[config.mk]
export PLATFORM = sky130hd
export DESIGN_NAME = emc_ctrl
export DESIGN_NICKNAME = d
export VERILOG_FILES = /design/src/emc_pkg.sv /design/src/emc_clk_if.sv /design/src/emc_ctrl.sv /design/src/emc_clkgen.sv
export SDC_FILE = /design/constraint.sdc
export NUM_CORES = 1
export LEC_CHECK = 0
export ABC_AREA = 1
export BUFFER_PORTS_ARGS = -buffer_cell sky130_fd_sc_hd__buf_2
export CAP_MARGIN = 25
export CORE_MARGIN = 2
export CORE_UTILIZATION = 45
export CTS_CLUSTER_SIZE = 28
export DETAILED_ROUTE_END_ITERATION = 6
export PLACE_DENSITY = 0.66
export SLEW_MARGIN = 20
export SYNTH_ARGS = -nofsm -noshare
export SYNTH_HDL_FRONTEND = slang
export SYNTH_HIERARCHICAL = 1
export SYNTH_SLANG_ARGS = --single-unit
[constraint.sdc]
create_clock -name ref_clk -period 3.5 [get_ports ref_clk]
set_clock_uncertainty 0.2 [all_clocks]
set_input_delay 0.175 -clock ref_clk [delete_from_list [all_inputs] [get_ports ref_clk]]
set_output_delay 0.175 -clock ref_clk [all_outputs]
set_load 0.02 [all_outputs]
[src/emc_pkg.sv]
// Shared constants and types of the external memory controller
package emc_pkg;
    // Idle kernel-clock periods after a NOR/PSRAM chip select rises
    localparam logic [2:0] IDLE_NOR_CYC = 3'h2;
    localparam logic [2:0] IDLE_NAND_CYC = 3'h1;
    localparam logic [2:0] GAP_MAX = 3'h7;
    localparam int DIV_W = 4;
    localparam int SETUP_W = 4;
    localparam int CNT_W = 5;
    localparam logic [CNT_W-1:0] CNT_ONE = 5'h01;
    localparam logic [CNT_W-1:0] CNT_TWO = 5'h02;
    // Access sequencing states
    typedef enum logic [2:0] {
        ST_IDLE, ST_GAP, ST_ADV, ST_HOLD, ST_SETUP, ST_DATA
    } emc_state_t;
endpackage

[src/emc_clk_if.sv]
// Link between access logic and output clock generator
`timescale 1ns/1ps
interface emc_clk_if;
    import emc_pkg::*;
    logic run;
    logic [DIV_W-1:0] factor;
    logic mem_clk;
    modport ctrl (output run, output factor, input mem_clk);
    modport gen (input run, input factor, output mem_clk);
endinterface

[src/emc_ctrl.sv]
// External static memory controller: NOR/PSRAM and NAND access logic
`timescale 1ns/1ps
module emc_ctrl
    import emc_pkg::*;
#(
    parameter int AW = 16,
    parameter int DW = 16,
    parameter logic [CNT_W-1:0] DATA_CYC = 5'h02
)
(
    input wire logic ref_clk,
    input wire logic reset_n,
    input wire logic controller_enable,
    input wire logic continuous_clock_enable,
    input wire logic [DIV_W-1:0] clock_divide_factor,
    input wire logic [SETUP_W-1:0] nor_address_setup,
    input wire logic [SETUP_W-1:0] nand_address_setup,
    input wire logic nand_bank_enable,
    input wire logic sequencer_start,
    input wire logic ecc_compute_enable,
    input wire logic rise_irq_enable,
    input wire logic fall_irq_enable,
    input wire logic rise_flag_clear,
    input wire logic fall_flag_clear,
    input wire logic ready_busy_input,
    input wire logic req_valid,
    input wire logic req_nand,
    input wire logic req_sync,
    input wire logic req_write,
    input wire logic [AW-1:0] req_addr,
    input wire logic [DW-1:0] req_wdata,
    output logic req_ready,
    output logic rsp_valid,
    output logic rsp_error,
    output logic [DW-1:0] rsp_rdata,
    input wire logic [DW-1:0] mem_rdata,
    output logic [AW-1:0] mem_addr,
    output logic [DW-1:0] mem_wdata,
    output logic mem_data_oe,
    output logic nor_chip_select_n,
    output logic nand_chip_select_n,
    output logic address_valid_n,
    output logic write_enable_n,
    output logic output_enable_n,
    output logic mem_clk,
    output logic rise_event_flag,
    output logic fall_event_flag,
    output logic nand_irq,
    output logic [DW-1:0] ecc_result,
    output logic sequencer_busy
);
    typedef struct packed {
        emc_state_t state;
        logic [CNT_W-1:0] cnt;
        logic [CNT_W-1:0] adv_len;
        logic [2:0] gap;
        logic last_nor;
        logic is_nand;
        logic is_sync;
        logic is_write;
        logic is_seq;
        logic [AW-1:0] addr;
        logic [AW-1:0] seq_addr;
        logic [DW-1:0] wdata;
        logic [DW-1:0] rdata;
        logic [DW-1:0] ecc;
        logic [DW-1:0] rd_s1;
        logic [DW-1:0] rd_s2;
        logic [DIV_W-1:0] div_lat;
        logic nor_cs_n;
        logic nand_cs_n;
        logic adv_n;
        logic we_n;
        logic oe_n;
        logic data_oe;
        logic ready;
        logic rsp_valid;
        logic rsp_error;
        logic rb_s1;
        logic rb_s2;
        logic rb_prev;
        logic rise_f;
        logic fall_f;
        logic irq;
        logic ecc_en_prev;
        logic seq_busy;
    } emc_ctrl_st_t;

    localparam emc_ctrl_st_t RESET_ST = '{
        state: ST_IDLE, gap: GAP_MAX, nor_cs_n: 1'b1, nand_cs_n: 1'b1,
        adv_n: 1'b1, we_n: 1'b1, oe_n: 1'b1, default: '0};

    emc_ctrl_st_t q;
    emc_ctrl_st_t d;
    logic take;
    logic rise_det;
    logic fall_det;
    logic gap_ok;

    emc_clk_if cif ();

    // Clock runs free when continuous, else only during sync accesses
    assign cif.run = continuous_clock_enable
        | (q.is_sync & (q.state != ST_IDLE));
    assign cif.factor = clock_divide_factor;

    emc_clkgen u_clkgen (
        .ref_clk(ref_clk),
        .reset_n(reset_n),
        .cif(cif)
    );

    assign take = req_valid & q.ready;
    // Ready/busy edges seen on the synchronised level
    assign rise_det = q.rb_s2 & ~q.rb_prev;
    assign fall_det = ~q.rb_s2 & q.rb_prev;
    // Idle gap only matters after a NOR/PSRAM access
    assign gap_ok = !q.last_nor
        || (q.gap >= (q.is_nand ? IDLE_NAND_CYC : IDLE_NOR_CYC));

    // Next-state logic
    always_comb
    begin
        d = q;
        d.rsp_valid = 1'b0;
        d.rsp_error = 1'b0;
        d.rb_s1 = ready_busy_input;
        d.rb_s2 = q.rb_s1;
        d.rb_prev = q.rb_s2;
        d.rd_s1 = mem_rdata;
        d.rd_s2 = q.rd_s1;
        d.ecc_en_prev = ecc_compute_enable;
        // Edge flags: a new edge wins over a clear in the same cycle
        if (rise_flag_clear)
            d.rise_f = 1'b0;
        if (rise_det)
            d.rise_f = 1'b1;
        if (fall_flag_clear)
            d.fall_f = 1'b0;
        if (fall_det)
            d.fall_f = 1'b1;
        d.irq = (q.rise_f & rise_irq_enable)
            | (q.fall_f & fall_irq_enable);
        if (q.gap != GAP_MAX)
            d.gap = 3'(q.gap + 3'h1);
        case (q.state)
            ST_IDLE:
            begin
                if (take)
                begin
                    d.is_nand = req_nand;
                    d.is_sync = req_sync & ~req_nand;
                    d.is_write = req_write;
                    d.is_seq = 1'b0;
                    d.addr = req_addr;
                    d.wdata = req_wdata;
                    if (req_nand && !nand_bank_enable)
                    begin
                        d.rsp_valid = 1'b1;
                        d.rsp_error = 1'b1;
                    end
                    else
                        d.state = ST_GAP;
                end
                else if (sequencer_start && controller_enable)
                begin
                    // Sequencer ignores the bank enable
                    d.is_nand = 1'b1;
                    d.is_sync = 1'b0;
                    d.is_write = 1'b0;
                    d.is_seq = 1'b1;
                    d.addr = q.seq_addr;
                    d.seq_addr = AW'(q.seq_addr + 1'b1);
                    d.state = ST_GAP;
                end
            end
            ST_GAP:
            begin
                if (gap_ok)
                begin
                    if (q.is_nand)
                        d.nand_cs_n = 1'b0;
                    else
                        d.nor_cs_n = 1'b0;
                    if (q.is_sync)
                    begin
                        d.adv_n = 1'b0;
                        d.div_lat = clock_divide_factor;
                        d.cnt = 5'({1'b0, clock_divide_factor} + CNT_ONE);
                        d.state = ST_ADV;
                    end
                    else
                    begin
                        d.cnt = 5'(q.is_nand ? nand_address_setup
                            : nor_address_setup);
                        d.state = ST_SETUP;
                    end
                end
            end
            ST_ADV:
            begin
                // Strobe low for factor+1 kernel periods
                if (q.cnt == CNT_ONE)
                begin
                    d.adv_n = 1'b1;
                    d.cnt = 5'({1'b0, q.div_lat} + CNT_ONE) >> 1;
                    if (d.cnt == 5'h00)
                        d.cnt = CNT_ONE;
                    d.state = ST_HOLD;
                end
                else
                    d.cnt = 5'(q.cnt - CNT_ONE);
            end
            ST_HOLD:
            begin
                // Address kept on the bus, strobe already high
                if (q.cnt == CNT_ONE)
                begin
                    d.state = ST_DATA;
                    d.cnt = DATA_CYC;
                    d.we_n = ~q.is_write;
                    d.oe_n = q.is_write;
                    d.data_oe = q.is_write;
                end
                else
                    d.cnt = 5'(q.cnt - CNT_ONE);
            end
            ST_SETUP:
            begin
                if (q.cnt == 5'h00)
                begin
                    d.state = ST_DATA;
                    d.cnt = DATA_CYC;
                    d.we_n = ~q.is_write;
                    d.oe_n = q.is_write;
                    d.data_oe = q.is_write;
                end
                else
                    d.cnt = 5'(q.cnt - CNT_ONE);
            end
            ST_DATA:
            begin
                if (q.cnt <= CNT_ONE)
                begin
                    d.nor_cs_n = 1'b1;
                    d.nand_cs_n = 1'b1;
                    d.we_n = 1'b1;
                    d.oe_n = 1'b1;
                    d.data_oe = 1'b0;
                    d.rdata = q.rd_s2;
                    d.rsp_valid = ~q.is_seq;
                    d.last_nor = ~q.is_nand;
                    d.gap = 3'h1;
                    if (q.is_nand && ecc_compute_enable)
                        d.ecc = q.ecc ^ (q.is_write ? q.wdata : q.rd_s2);
                    d.state = ST_IDLE;
                end
                else
                    d.cnt = 5'(q.cnt - CNT_ONE);
            end
            default:
                d = RESET_ST;
        endcase
        // Rising ECC enable starts a fresh sector
        if (ecc_compute_enable && !q.ecc_en_prev)
            d.ecc = '0;
        d.ready = (d.state == ST_IDLE) & controller_enable;
        // Busy flag registered so the pin comes from a flop
        d.seq_busy = d.is_seq & (d.state != ST_IDLE);
        d.adv_len = d.adv_n ? 5'h00 : 5'(q.adv_len + CNT_ONE);
    end

    // State register; reset parks selects high and ready/busy low
    always_ff @(posedge ref_clk)
    begin
        if (!reset_n)
            q <= RESET_ST;
        else
            q <= d;
    end

    // Outputs straight from state
    assign req_ready = q.ready;
    assign rsp_valid = q.rsp_valid;
    assign rsp_error = q.rsp_error;
    assign rsp_rdata = q.rdata;
    assign mem_addr = q.addr;
    assign mem_wdata = q.wdata;
    assign mem_data_oe = q.data_oe;
    assign nor_chip_select_n = q.nor_cs_n;
    assign nand_chip_select_n = q.nand_cs_n;
    assign address_valid_n = q.adv_n;
    assign write_enable_n = q.we_n;
    assign output_enable_n = q.oe_n;
    assign mem_clk = cif.mem_clk;
    assign rise_event_flag = q.rise_f;
    assign fall_event_flag = q.fall_f;
    assign nand_irq = q.irq;
    assign ecc_result = q.ecc;
    assign sequencer_busy = q.seq_busy;
endmodule

[src/emc_clkgen.sv]
// Output memory clock divider running on the kernel clock
`timescale 1ns/1ps
module emc_clkgen
    import emc_pkg::*;
(
    input wire logic ref_clk,
    input wire logic reset_n,
    emc_clk_if.gen cif
);
    typedef struct packed {
        logic clk;
        logic [CNT_W-1:0] cnt;
        logic [DIV_W-1:0] fac;
    } emc_gen_st_t;

    emc_gen_st_t q;
    emc_gen_st_t d;

    // Phase length: low phase rounds up, high phase rounds down, min one
    function automatic logic [CNT_W-1:0] phase_len(
        input logic [DIV_W-1:0] f, input logic hi);
        logic [CNT_W-1:0] len;
        len = 5'h00;
        if (hi)
            len = 5'({1'b0, f} + CNT_ONE) >> 1;
        else
            len = 5'({1'b0, f} + CNT_TWO) >> 1;
        if (len == 5'h00)
            len = CNT_ONE;
        return len;
    endfunction

    // Factor is re-latched at every phase edge, so one period may mix two factors
    always_comb
    begin
        d = q;
        if (!cif.run)
        begin
            d.clk = 1'b0;
            d.cnt = 5'h00;
            d.fac = cif.factor;
        end
        else if (q.cnt == 5'(phase_len(q.fac, q.clk) - CNT_ONE))
        begin
            d.clk = ~q.clk;
            d.cnt = 5'h00;
            d.fac = cif.factor;
        end
        else
            d.cnt = 5'(q.cnt + CNT_ONE);
    end

    // State register
    always_ff @(posedge ref_clk)
    begin
        if (!reset_n)
            q <= '0;
        else
            q <= d;
    end

    assign cif.mem_clk = q.clk;
endmodule

Yosys cells after proc, flatten, opt, wreduce, memory -nomap -nowiden
Cells that the tools add are included.
{"block": "word_totals", "regBits": 159, "word_cells": 196}
{"block": "op_classes", "add_sub_neg": 9, "n_lt_le_gt_ge": 2, "eq_ne": 23, "mux": 58, "n_bitwise": 28, "reduce_logical": 40}
{"operator": "one-hot mux 52 bit (2 select lines)", "n": 1}
{"operator": "2-to-1 mux 16 bit", "n": 4}
{"operator": "one-hot mux 32 bit (2 select lines)", "n": 1}
{"operator": "2-to-1 mux 36 bit", "n": 1}
{"operator": "2-to-1 mux 5 bit", "n": 7}
{"operator": "2-to-1 mux 3 bit", "n": 11}
{"operator": "2-to-1 mux 32 bit", "n": 1}
{"operator": "one-hot mux 5 bit (6 select lines)", "n": 1}
{"operator": "2-to-1 mux 4 bit", "n": 7}
{"operator": "!= test 2 bit, second input constant", "n": 14}
{"operator": "2-to-1 mux 20 bit", "n": 1}
{"operator": "one-hot mux 3 bit (6 select lines)", "n": 1}
{"operator": "adder 16 x 1 -> 16 bit, second input constant", "n": 1}
{"operator": "2-to-1 mux 8 bit", "n": 2}
{"operator": "NOT 1 bit", "n": 16}
{"operator": "one-hot mux 4 bit (2 select lines)", "n": 2}
{"operator": "AND reduction 4 bit", "n": 4}
{"operator": "bitwise XOR 16 bit", "n": 1}
{"operator": "adder 4 x 1 -> 5 bit, second input constant", "n": 3}
{"operator": "zero test 5 bit", "n": 3}
{"operator": "AND reduction 3 bit", "n": 5}
{"operator": "OR reduction 5 bit", "n": 3}
{"operator": "one-hot mux 3 bit (4 select lines)", "n": 1}
{"operator": "AND reduction 2 bit", "n": 5}
{"operator": "30 further kinds", "n": 64}

Depth between registers and ports, before layout
Gate-level depths: netlist (run 1).
{"block": "depth", "ltp_word": 11, "depth_mapped": 21, "depth_no_buf": 21}

Modules after synthesis
Netlist (run 1), hierarchy kept.
{"module": "emc_ctrl", "instances": 1, "cells_each": 949, "area_each_um2": 6934.2}
{"module": "emc_clkgen", "instances": 1, "cells_each": 109, "area_each_um2": 683.2}

Worst setup path before layout (run 1)
Ideal clock, no wire load.
{"block": "synth_timing", "path_type": "register to register", "from": "register u_clkgen/q[1] (netlist bit)", "to": "register u_clkgen/q[0] (netlist bit)", "arrival_ns": 2.238, "setup_slack_ns": 0.953, "stages_incl_launch_ff": 19, "path_buffers": 0, "synth_period_minus_slack_ns": 2.547, "cell_sequence": "dfxtp_1 > ha_1 > o21ai_2 > inv_1 > nor2_2 > nand2_1 > nand2_1 > inv_1 > ha_1 > xor2_1 > nand2_1 > inv_1 > o21ai_0 > nor2_1 > nand3_4 > nand2_4 > nand2_1 > nand2_1 > inv_1"}
{"block": "synth_via", "elab_chain_cells": 9}
{"element": "start, declared", "line": "emc_clkgen.sv:16", "text": "emc_gen_st_t q;"}
{"element": "start signal, assigned", "line": "emc_clkgen.sv:57", "text": "q <= '0;"}
{"element": "start signal, assigned", "line": "emc_clkgen.sv:59", "text": "q <= d;"}
{"element": "adder 4 x 2 -> 5 bit or adder 4 x 1 -> 5 bit (tied branches)", "line": "emc_clkgen.sv:27, emc_clkgen.sv:25"}
{"element": "2-to-1 mux 4 bit (*)", "line": "emc_clkgen.sv:24", "text": "if (hi)"}
{"element": "2-to-1 mux 5 bit (*)", "line": "emc_clkgen.sv:37", "text": "if (!cif.run)"}
{"element": "zero test 5 bit", "line": "emc_clkgen.sv:28", "text": "if (len == 5'h00)"}
{"element": "2-to-1 mux 5 bit (*)", "line": "emc_clkgen.sv:28"}
{"element": "2-to-1 mux 5 bit (*)", "line": "emc_clkgen.sv:37"}
{"element": "subtractor 5 x 1 -> 5 bit (*)", "line": "emc_clkgen.sv:43", "text": "else if (q.cnt == 5'(phase_len(q.fac, q.clk) - CNT_ONE))"}
{"element": "equality test 5 bit (*)", "line": "emc_clkgen.sv:43"}
{"element": "!= test 2 bit (no source line) (*)"}
Mark *: on every way between the ends. The rest lies on a longest branch, timed or not. The select of a mux whose other input is x is not followed.
A chain may end at the register's enable or synchronous reset.

Worst setup path after layout (run 1)
{"block": "layout_timing", "from": "register u_clkgen/q[1] (netlist bit)", "to": "register u_clkgen/q[3] (netlist bit)"}
The elaborated chain is that of the path after synthesis.

==> results.txt, run 1 <==
----------------------------------------------------
[Logic synthesis]
  Sequential cell area fraction in the yosys report ... 0.418
  Post-synth design cell area ... roughly 7600 µm²
  Average cell area after synthesis ... about 7 µm²
  Number of enable flip-flop cells after synthesis ... 0
  Nets in the synthesized netlist ... approximately 1100
  Count of yosys warnings during synthesis ... 6
  Flip-flop cell with the highest count after synthesis ... dfxtp_1
  Register bit total from synthesis ... between 150 and 200
  Syn Inst Count ... 1058
  FFs w/ async S/R, synth ... 0
  Count of unique library cells instantiated by Yosys ... 46

[Die]
  Die Y ... 134 µm
  Full die area ... 18000 µm²
  Width of the die ... between 100 and 150 µm
  Number of top-level pins ... roughly 150
  Std cell rows ... between 40 and 50
  CORE AREA ... about 17000 µm²
  Initial core utilization ... 0.459

[Finish]
  Ant diodes ... 0
  Final instance count without filler cells ... about 1400
  Sequential standard cell area ... approximately 3200 µm²
  Layout overhead on the synthesized area ... 21.6%
  Final Net Count ... approximately 1300
  Layout cell share with drive strength beyond 1 ... 0.188
  Commonest cells after routing, fill and taps aside ... nand2_1, dfxtp_1, buf_2
  Most common library cell in the layout ignoring fill and taps ... nand2_1
  Filler cell count ... roughly 1600
  Multi-input gate area in the final layout ... between 3000 and 4000 µm²

[Critical path]
  Worst path buffer plus inverter count ... 4
  Worst-path cell chain ... ha_1, o21ai_2, inv_1, nor2_2, nand2_1, nand2_1, inv_1, ha_1, xor2_1, nand3_1, nand2_1, inv_1, o21ai_0, nor2_1, nand3_4, nand2_4, nand2_1, nand2_1, inv_1
  Highest cell delay on the worst timing path ... approximately 0.40 ns
  Slowest-stage cell, CP ... dfxtp_1
  Cell mode on critical path ... nand2_1
  Crit path max-delay family ... simple AND/OR/NAND/NOR gates
  Critical Path RT ... 3.64 ns
  Largest fanout on the critical path ... 9
  Crit path capture type ... flop
  Data arrival time of the critical path ... roughly 2.9 ns
  Worst Setup Start Kind ... flop
  Kind of critical path ... reg2reg

[Place]
  Sum of net half-perimeters after detailed placement ... between 10000 and 15000 µm
  Worst-case setup slack after placement ... around 0.73 ns
  Number of cells after detailed placement ... between 1000 and 1500
  Port Buffers ... about 150
  Routability congestion estimate ... between 0.8 and 0.9

[STA]
  Share of the cycle needed by the critical path after routing ... 0.788
  Smallest setup slack after layout ... ~0.74 ns
  Hold Violations, Final ... 0
  Time the worst path needs with I/O delays and setup ... around 2.8 ns
  Setup_tns ... 0 ns
  Worst slew margin relative to its limit ... 0.348
  Max Fclk ... between 0.3 and 0.4 GHz
  Transition at the pin with the smallest max-transition slack ... ~0.98 ns
  Number of slew-limit violations in the final report ... 0
  Finish-stage setup viols ... 0
  Setup repair after global routing missed its margin ... no

[Global routing]
  Overall fraction of global-route tracks in use ... 0.223
  First-pass GRT wire length ... approximately 32000 µm
  Number of antenna violations at the first check in global routing ... 0
  Pin count of the biggest net entering global routing ... 52
  Vias in the first global route ... between 6000 and 7000
  Total global routing overflow ... 0

[CTS]
  Clk_lat worst skew ... ~0.45 ns
  Clock tree from TritonCTS ... done
  Number of buffers inserted during clock tree synthesis ... 17
  Clk buf depth ... 2
  TritonCTS sink count ... between 150 and 200
  Clock Pin Slew Worst Setup and Hold Paths ... 0.07 ns
  H-tree depth ... 4
  Root buf cell ... clkbuf_16

[Route]
  Detail-routed via count per cell ... just under 5
  Total Wirelength ... between 15000 and 20000 µm
  Antenna Nets Post-Route ... 0
  Iteration-0 DRC count of the detailed router ... between 300 and 400
  Vias after detailed routing ... 6918
  Routed wire length per instance ... approximately 14 µm
  Post-route DRC violation count ... 0
  First drt pass iteration count ... 5

[Power]
  Cell leakage power ... between 4 and 5 nW
  Cell area power density ... 535 nW/µm²
  Peak supply drop ... roughly 400 µV

[Run status]
  Run status ... finished clean

[Run]
  Reported max-cap violation count ... 0

[Min path]
  Kind of path behind the tightest hold check ... in2reg

----------------------------------------------------
[layout make-up]
type / count / area share
clock buffer: 17 / 0.0459
clock inverter: 15 / 0.0151
inverter: 122 / 0.0497
multi-input combinational: 681 / 0.359
sequential: 159 / 0.344
tap: 220 / 0.0297
timing repair buffer: 223 / 0.157
[layer usage]
metal  part of all wire  vias to the layer above  track usage  routed length (µm)
met2               0.46                      193        0.362                9120
li1                   -                     3589            -                   -
met3              0.056                       32       0.0435                1110
met4              0.023                        0       0.0883                 450
met5                  0                        -            0                   0
met1               0.46                     3104        0.294                9000
[worst min-delay path, cell delays in order]
cell and delay, ns:
buf_2 0.11, nand2_1 0.08, nor2_2 0.08, a21oi_1 0.14, nor2_1 0.05
[cell usage after synthesis (all sizes together), types with 3 or more instances]
master	number	area share
buf	84	0.080
o21bai	3	0.0030
a22oi	14	0.014
xor2	15	0.017
a21oi	78	0.053
o21ai	25	0.017
clkinv	3	0.0015
o211ai	4	0.0039
clkbuf	12	0.0059
nor2	113	0.064
inv	119	0.059
nand3	81	0.056
nor3	9	0.0074
nand4	14	0.012
or2	5	0.0041
ha	13	0.021
nand2	293	0.15
dfxtp	159	0.42
[worst paths after layout]
check                           cells after the start                         end                        from  slack, ns
worst min-delay path                                5         q[102]$_SDFFE_PN0P_             sequencer_start       0.04
worst max register to register                     19  u_clkgen/q[3]$_SDFFE_PN0P_  u_clkgen/q[1]$_SDFFE_PN0P_       0.74
worst max-delay path                               19  u_clkgen/q[3]$_SDFFE_PN0P_  u_clkgen/q[1]$_SDFFE_PN0P_       0.74
worst min register to register                      2            q[31]$_SDFF_PN0_            q[47]$_SDFF_PN0_       0.21
[stage by stage]
step | utilization | instance area (µm²) | power, mW | hold WS [ns]
after floorplan | - | 7620 | 2.89 | 0.0872
after global placement | 0.486 | 8050 | 3.13 | 0.180
after detailed placement | 0.486 | 8050 | 3.14 | 0.196
after CTS | 0.558 | 9260 | 4.98 | 0.0439
after global routing | 0.558 | 9260 | 5.23 | 0.102
final | 0.558 | 9260 | 4.95 | 0.0449
[report_power, final]
group          internal, mW  switching, mW  leakage (nW)
clock                 0.941          0.850         0.275
sequential             1.92         0.0976          1.29
combinational         0.415          0.722          2.88
[state kept, by name, summed over array words and instances, names as in the netlist, 9 cells and up]
signal	cells
mem_addr	16
u_clkgen/q	9
q	72
rsp_rdata	16
ecc_result	16
mem_wdata	16
[kinds of logic (layout without fill, tap and decap cells)]
family | Yosys count | after routing | synth area share
simple gates | 516 | 516 | 0.293
buf+inv | 218 | 377 | 0.147
flops | 159 | 159 | 0.418
compound gates | 135 | 135 | 0.102
xor+xnor | 17 | 17 | 0.0195
fa+ha+maj | 13 | 13 | 0.0214
[timing repair]
item                                    CTS  global route
resized for setup                         0             0
endpoints found under the hold margin    66             0
endpoints found under the setup margin    0             0
setup buffers                             0             0
hold buffers                             64             0
Power figures use the tool's default switching activity.
==> run 2, diff against run 1 <==
Clock period 3.5 ns to 2.81 ns, I/O delays scaled along.
==> run 2 against run 1 <==
Critical path depth shrank 1. Die area stayed put. Non-clock buffer count increased by 8. Combinational power increased by 43%. Critical path type unchanged. Via count rose by 1.9%. Wire length up 1.6%. Design area rose by 1.8%. Largest cell class unchanged. Clock power is 30% higher. Count of clock-buffer cells in the layout rose by 1.
==> results.txt, run 2 (synthesis gave the netlist of run 1 again) <==
----------------------------------------------------
[Die]
  Number of top-level pins ... ~150
  Full die area ... approximately 18000 µm²
  Std cell rows ... 47
  Die Y ... around 130 µm
  Width of the die ... about 130 µm
  CORE AREA ... approximately 17000 µm²
  Initial core utilization ... 0.459

[Finish]
  Ant diodes ... 0
  Filler cell count ... 1578
  Most common library cell in the layout ignoring fill and taps ... nand2_1
  Final Net Count ... approximately 1300
  Layout overhead on the synthesized area ... 23.7%
  Layout cell share with drive strength beyond 1 ... 0.202
  Register name with the most flops ... q
  Final core utilization ... 0.568
  Commonest cells after routing, fill and taps aside ... nand2_1, dfxtp_1, buf_2
  Max FFs per register ... 72

[Place]
  Worst-case setup slack after placement ... -0.00998 ns
  Routability congestion estimate ... roughly 0.9
  Port Buffers ... roughly 150
  Sum of net half-perimeters after detailed placement ... 13700 µm

[STA]
  Time the worst path needs with I/O delays and setup ... approximately 2.6 ns
  Number of slew-limit violations in the final report ... 0
  Smallest setup slack after layout ... approximately 0.18 ns
  Worst slew margin relative to its limit ... 0.515
  Hold Violations, Final ... 0
  Finish-stage setup viols ... 0
  Worst Hold Margin ... between 0.015 and 0.02 ns
  Max Fclk ... approximately 0.38 GHz
  Share of the cycle needed by the critical path after routing ... 0.934
  Transition at the pin with the smallest max-transition slack ... 0.720 ns

[Global routing]
  Overall fraction of global-route tracks in use ... 0.222
  Number of antenna violations at the first check in global routing ... 0
  Vias in the first global route ... 6492
  Total global routing overflow ... 0
  Pin count of the biggest net entering global routing ... 52
  First-pass GRT wire length ... about 32000 µm

[Route]
  Detail-routed via count per cell ... between 4 and 5
  First drt pass iteration count ... 7
  Antenna Nets Post-Route ... 0
  Total Wirelength ... approximately 20000 µm
  Post-route DRC violation count ... 0
  Iteration-0 DRC count of the detailed router ... 435
  Vias after detailed routing ... just over 7000
  Routed wire length per instance ... around 14 µm

[CTS]
  Clock Pin Slew Worst Setup and Hold Paths ... around 0.070 ns
  Number of buffers inserted during clock tree synthesis ... 17
  H-tree depth ... 4
  Clk buf depth ... 2
  Clock tree from TritonCTS ... done
  Clk_lat worst skew ... 0.43 ns
  TritonCTS sink count ... 159
  Root buf cell ... clkbuf_16

[Power]
  Cell area power density ... a little under 700 nW/µm²
  Peak supply drop ... between 400 and 500 µV
  Power Total ... 6.49 mW
  Cell leakage power ... 4.52 nW

[Critical path]
  Worst setup startpoint ... u_clkgen/q[1]$_SDFFE_PN0P_
  Largest fanout on the critical path ... 6
  Worst reg2reg path endpoint ... u_clkgen/q[1]$_SDFFE_PN0P_
  Worst r2r path cells ... 18
  Minimum setup slack among reg-to-reg paths ... about 0.18 ns
  Data arrival time of the critical path ... 2.76 ns
  Critical Path RT ... approximately 2.9 ns
  Worst reg2reg startpoint ... u_clkgen/q[1]$_SDFFE_PN0P_
  Worst setup endpoint ... u_clkgen/q[1]$_SDFFE_PN0P_
  Kind of critical path ... reg2reg
  Crit path capture type ... flop
  Worst Setup Start Kind ... flop

[Run]
  Reported max-cap violation count ... 0

[Run status]
  Run status ... finished clean

[Min path]
  Kind of path behind the tightest hold check ... in2reg

----------------------------------------------------
[run 2: changes by cell type in the layout (fill, tap and decap cells not counted), moves of 2 or more]
| cell | previous run | this run |
|---|---|---|
| clkinv_4 | 1 | 7 |
| ha_1 | 13 | 11 |
| buf_12 | 0 | 2 |
| inv_6 | 7 | 1 |
| bufinv_16 | 0 | 2 |
| buf_4 | 6 | 11 |
| nand2_1 | 287 | 282 |
| dfxtp_1 | 159 | 157 |
| nand2_2 | 2 | 7 |
| inv_8 | 3 | 1 |
[run 2: worst max-delay path: stages (launching register included)]
cell	delay, ns
dfxtp_4	0.37
ha_2	0.27
o21ai_2	0.14
inv_1	0.06
nor2_2	0.12
nand2_2	0.08
nand2_2	0.08
inv_2	0.04
ha_4	0.26
xor2_2	0.13
nand2_1	0.06
inv_1	0.04
o21ai_1	0.05
nor2_1	0.16
nand3_4	0.15
nand2_4	0.14
nand2_2	0.06
nand2_1	0.06
inv_1	0.04
[run 2: per-stage QoR]
step | instance area, µm² | TNS [ns] | instances
3_5_place_dp | 8090 | -0.00998 | 1344
6_report | 9420 | 0 | 1445
3_3_place_gp | 8090 | 0 | 1344
2_1_floorplan | 7620 | 0 | 1058
5_1_grt | 9420 | -0.0114 | 1445
4_1_cts | 9340 | 0 | 1441
[run 2: layer usage]
metal,share of wire,vias to the layer above,track usage
met2,0.47,203,0.364
met3,0.060,26,0.0518
li1,-,3609,-
met1,0.46,3210,0.290
met4,0.016,0,0.0731
met5,0,-,0
[run 2: what timing repair did]
item / CTS / global route
hold endpoints to repair: 70 / 0
hold buffers: 65 / 0
cloned: 0 / 0
setup endpoints to repair: 2 / 10
setup buffers: 0 / 4
pin swaps: 0 / 10
resized for setup: 1 / 13
[run 2: final cells by class]
cell class	instances	area [µm²]	share of cell area
Clock buffer	18	439	0.0466
Clock inverter	14	159	0.0169
Inverter	122	460	0.0489
Multi-Input combinational cell	681	3360	0.357
Sequential cell	159	3190	0.338
Tap cell	220	275	0.0292
Timing Repair Buffer	231	1540	0.163
[run 2: power breakdown]
part	switching (mW)	internal [mW]
Combinational	0.980	0.655
Sequential	0.125	2.40
Clock	0.980	1.35
Total	2.08	4.40
[run 2: worst min-delay path by stage]
stage	start	cells after the start	to	slack, ns
after floorplan	mem_rdata[0]	2	q[37]$_SDFF_PN0_	0.05
after global placement	rise_flag_clear	2	rise_event_flag$_SDFFE_PN0P_	0.15
after detailed placement	rise_flag_clear	2	rise_event_flag$_SDFFE_PN0P_	0.15
after CTS	sequencer_start	5	q[102]$_SDFFE_PN0P_	0.007
after global routing	sequencer_start	5	q[102]$_SDFFE_PN0P_	0.07
final	sequencer_start	5	q[102]$_SDFFE_PN0P_	0.02
==> run 3, diff against run 2 <==
Settings changed: CORE_MARGIN 2 to 8, CTS_CLUSTER_SIZE 28 to 40.
==> run 3 against run 2 <==
Non-clock buffer count is the same. Design area grew 0.58%. Clock power grew 6%. Sequential share of layout area shrank 0.17 points. Critical path depth is the same.
==> results.txt, run 3 (synthesis gave the netlist of run 1 again) <==
----------------------------------------------------
[Finish]
  Layout overhead on the synthesized area ... 24.4%
  Filler cell count ... 1530
  Layout cell share with drive strength beyond 1 ... 0.202
  Register name with the most flops ... q
  Final Net Count ... 1301
  Most common library cell in the layout ignoring fill and taps ... nand2_1
  Max FFs per register ... between 70 and 80
  Final instance count without filler cells ... around 1400
  Commonest cells after routing, fill and taps aside ... nand2_1, dfxtp_1, buf_2
  Post-route design area ... between 9000 and 10000 µm²

[Global routing]
  Pin count of the biggest net entering global routing ... 52
  Total global routing overflow ... 0
  Vias in the first global route ... roughly 6800
  First-pass GRT wire length ... roughly 34000 µm
  Overall fraction of global-route tracks in use ... 0.195
  Number of antenna violations at the first check in global routing ... 2

[Critical path]
  Critical Path RT ... 2.92 ns
  Worst r2r path cells ... 18
  Highest cell delay on the worst timing path ... around 0.38 ns
  Crit path capture type ... flop
  Largest fanout on the critical path ... 5
  Worst path buffer plus inverter count ... 4
  Slowest-stage cell, CP ... dfxtp_4
  Worst setup startpoint ... u_clkgen/q[1]$_SDFFE_PN0P_
  Minimum setup slack among reg-to-reg paths ... ~0.22 ns
  Data arrival time of the critical path ... 2.71 ns
  Worst Setup Start Kind ... flop
  Kind of critical path ... reg2reg
  Worst reg2reg startpoint ... u_clkgen/q[1]$_SDFFE_PN0P_
  CP Depth ... 18
  Crit path max-delay family ... simple AND/OR/NAND/NOR gates
  Worst reg2reg path endpoint ... u_clkgen/q[4]$_SDFF_PP0_
  Worst setup endpoint ... u_clkgen/q[4]$_SDFF_PP0_
  Worst-path cell chain ... ha_2, o21ai_4, inv_2, nor2_2, nand2_1, nand2_2, inv_2, ha_4, xor2_2, nand3_1, nand2_1, inv_1, o21ai_2, nor2_2, nand3_4, nand2_4, buf_4, nor2_1

[Route]
  First drt pass iteration count ... 5
  Iteration-0 DRC count of the detailed router ... between 400 and 500
  Total Wirelength ... 20900 µm
  Post-route DRC violation count ... 0
  Vias after detailed routing ... slightly above 7000
  Routed wire length per instance ... 14.5 µm
  Detail-routed via count per cell ... about 4.9
  Antenna Nets Post-Route ... 0

[STA]
  Share of the cycle needed by the critical path after routing ... 0.922
  Worst Hold Margin ... between 0.03 and 0.04 ns
  Setup repair after global routing missed its margin ... no
  Finish-stage setup viols ... 0
  Worst slew margin relative to its limit ... 0.548
  Max Fclk ... about 0.39 GHz
  Number of slew-limit violations in the final report ... 0
  Time the worst path needs with I/O delays and setup ... about 2.6 ns
  Transition at the pin with the smallest max-transition slack ... roughly 0.67 ns
  Hold Violations, Final ... 0

[Die]
  Die Y ... about 150 µm
  Full die area ... 21300 µm²
  Number of top-level pins ... between 150 and 200
  Width of the die ... 146 µm
  Initial core utilization ... 0.459
  CORE AREA ... 16600 µm²
  Std cell rows ... 47

[Place]
  Routability congestion estimate ... approximately 0.9
  Placed Area ... just over 8000 µm²
  Port Buffers ... roughly 150
  Sum of net half-perimeters after detailed placement ... 14600 µm
  Number of cells after detailed placement ... 1345

[Run]
  Reported max-cap violation count ... 0

[Min path]
  Kind of path behind the tightest hold check ... in2reg
  Worst hold start ... continuous_clock_enable

[Power]
  Cell area power density ... about 700 nW/µm²
  Peak supply drop ... 499 µV
  Cell leakage power ... 4.51 nW

[CTS]
  Number of buffers inserted during clock tree synthesis ... 17
  Clock tree from TritonCTS ... done
  H-tree depth ... 4
  Clk buf depth ... 2
  Clock Pin Slew Worst Setup and Hold Paths ... around 0.060 ns
  Clk_lat worst skew ... 0.43 ns
  TritonCTS sink count ... roughly 160
  Root buf cell ... clkbuf_16

[Run status]
  Run status ... finished clean

----------------------------------------------------
==> run 3: cell types whose count changed in the layout (fill, tap and decap cells not counted), sizes merged <==
cell	delta
bufinv	+2
clkinvlp	+4
clkbuf	+2
diode	+2
inv	-1
clkinv	-7
==> run 3: area by class of cell <==
class                      instances  area, µm²  area share
clock inverter                    12        184      0.0194
antenna                            2       5.00    0.000528
multi-input combinational        681       3380       0.357
timing repair buffer             231       1530       0.161
inverter                         122        460      0.0486
clock buffer                      20        447      0.0471
sequential                       159       3190       0.337
tap                              220        275      0.0290
==> run 3: through the flow <==
stage / total power, mW / utilization / setup slack (ns) / TNS (ns)
after detailed placement: 3.92 / 0.488 / -0.0233 / -0.0496
after global placement: 3.89 / 0.488 / 0.0838 / 0
after floorplan: 3.59 / - / 0.263 / 0
after CTS: 6.45 / 0.565 / 0.0180 / 0
final: 6.65 / 0.571 / 0.218 / 0
after global routing: 7.02 / 0.571 / 0.00795 / 0
==> run 3: worst min-delay path by stage <==
stage	cells after the start	to	slack [ns]
global route	5	u_clkgen/q[3]$_SDFFE_PN0P_	0.07
detailed placement	2	rise_event_flag$_SDFFE_PN0P_	0.15
floorplan	2	q[37]$_SDFF_PN0_	0.05
global placement	2	rise_event_flag$_SDFFE_PN0P_	0.15
CTS	5	u_clkgen/q[2]$_SDFFE_PN0P_	0.02
finish	5	u_clkgen/q[2]$_SDFFE_PN0P_	0.03
==> run 3: power breakdown <==
group | switching [mW] | internal, mW | leakage, nW
registers | 0.127 | 2.41 | 1.30
clock network | 0.941 | 1.52 | 0.289
logic | 0.996 | 0.665 | 2.92
total | 2.06 | 4.59 | 4.51
==> run 3: repair_timing <==
action,CTS,global route
gates resized for setup,1,20
pin swaps,1,7
endpoints found under the setup margin,4,10
buffers inserted,0,3
hold endpoints to repair,66,0
hold buffers,65,0
==> run 3: worst register-to-register path, stage by stage (launching register included) <==
cell and delay [ns]:
dfxtp_4 0.38, ha_2 0.29, o21ai_4 0.16, inv_2 0.05, nor2_2 0.09, nand2_1 0.08
nand2_2 0.08, inv_2 0.05, ha_4 0.16, xor2_2 0.15, nand3_1 0.10, nand2_1 0.05
inv_1 0.06, o21ai_2 0.06, nor2_2 0.16, nand3_4 0.11, nand2_4 0.10, buf_4 0.13
nor2_1 0.04
==> run 3: layer usage <==
layer  GRT usage  routed length, µm
met4      0.0690                433
met1       0.239               9300
met5           0                  0
met2       0.328               9920
met3      0.0485               1290
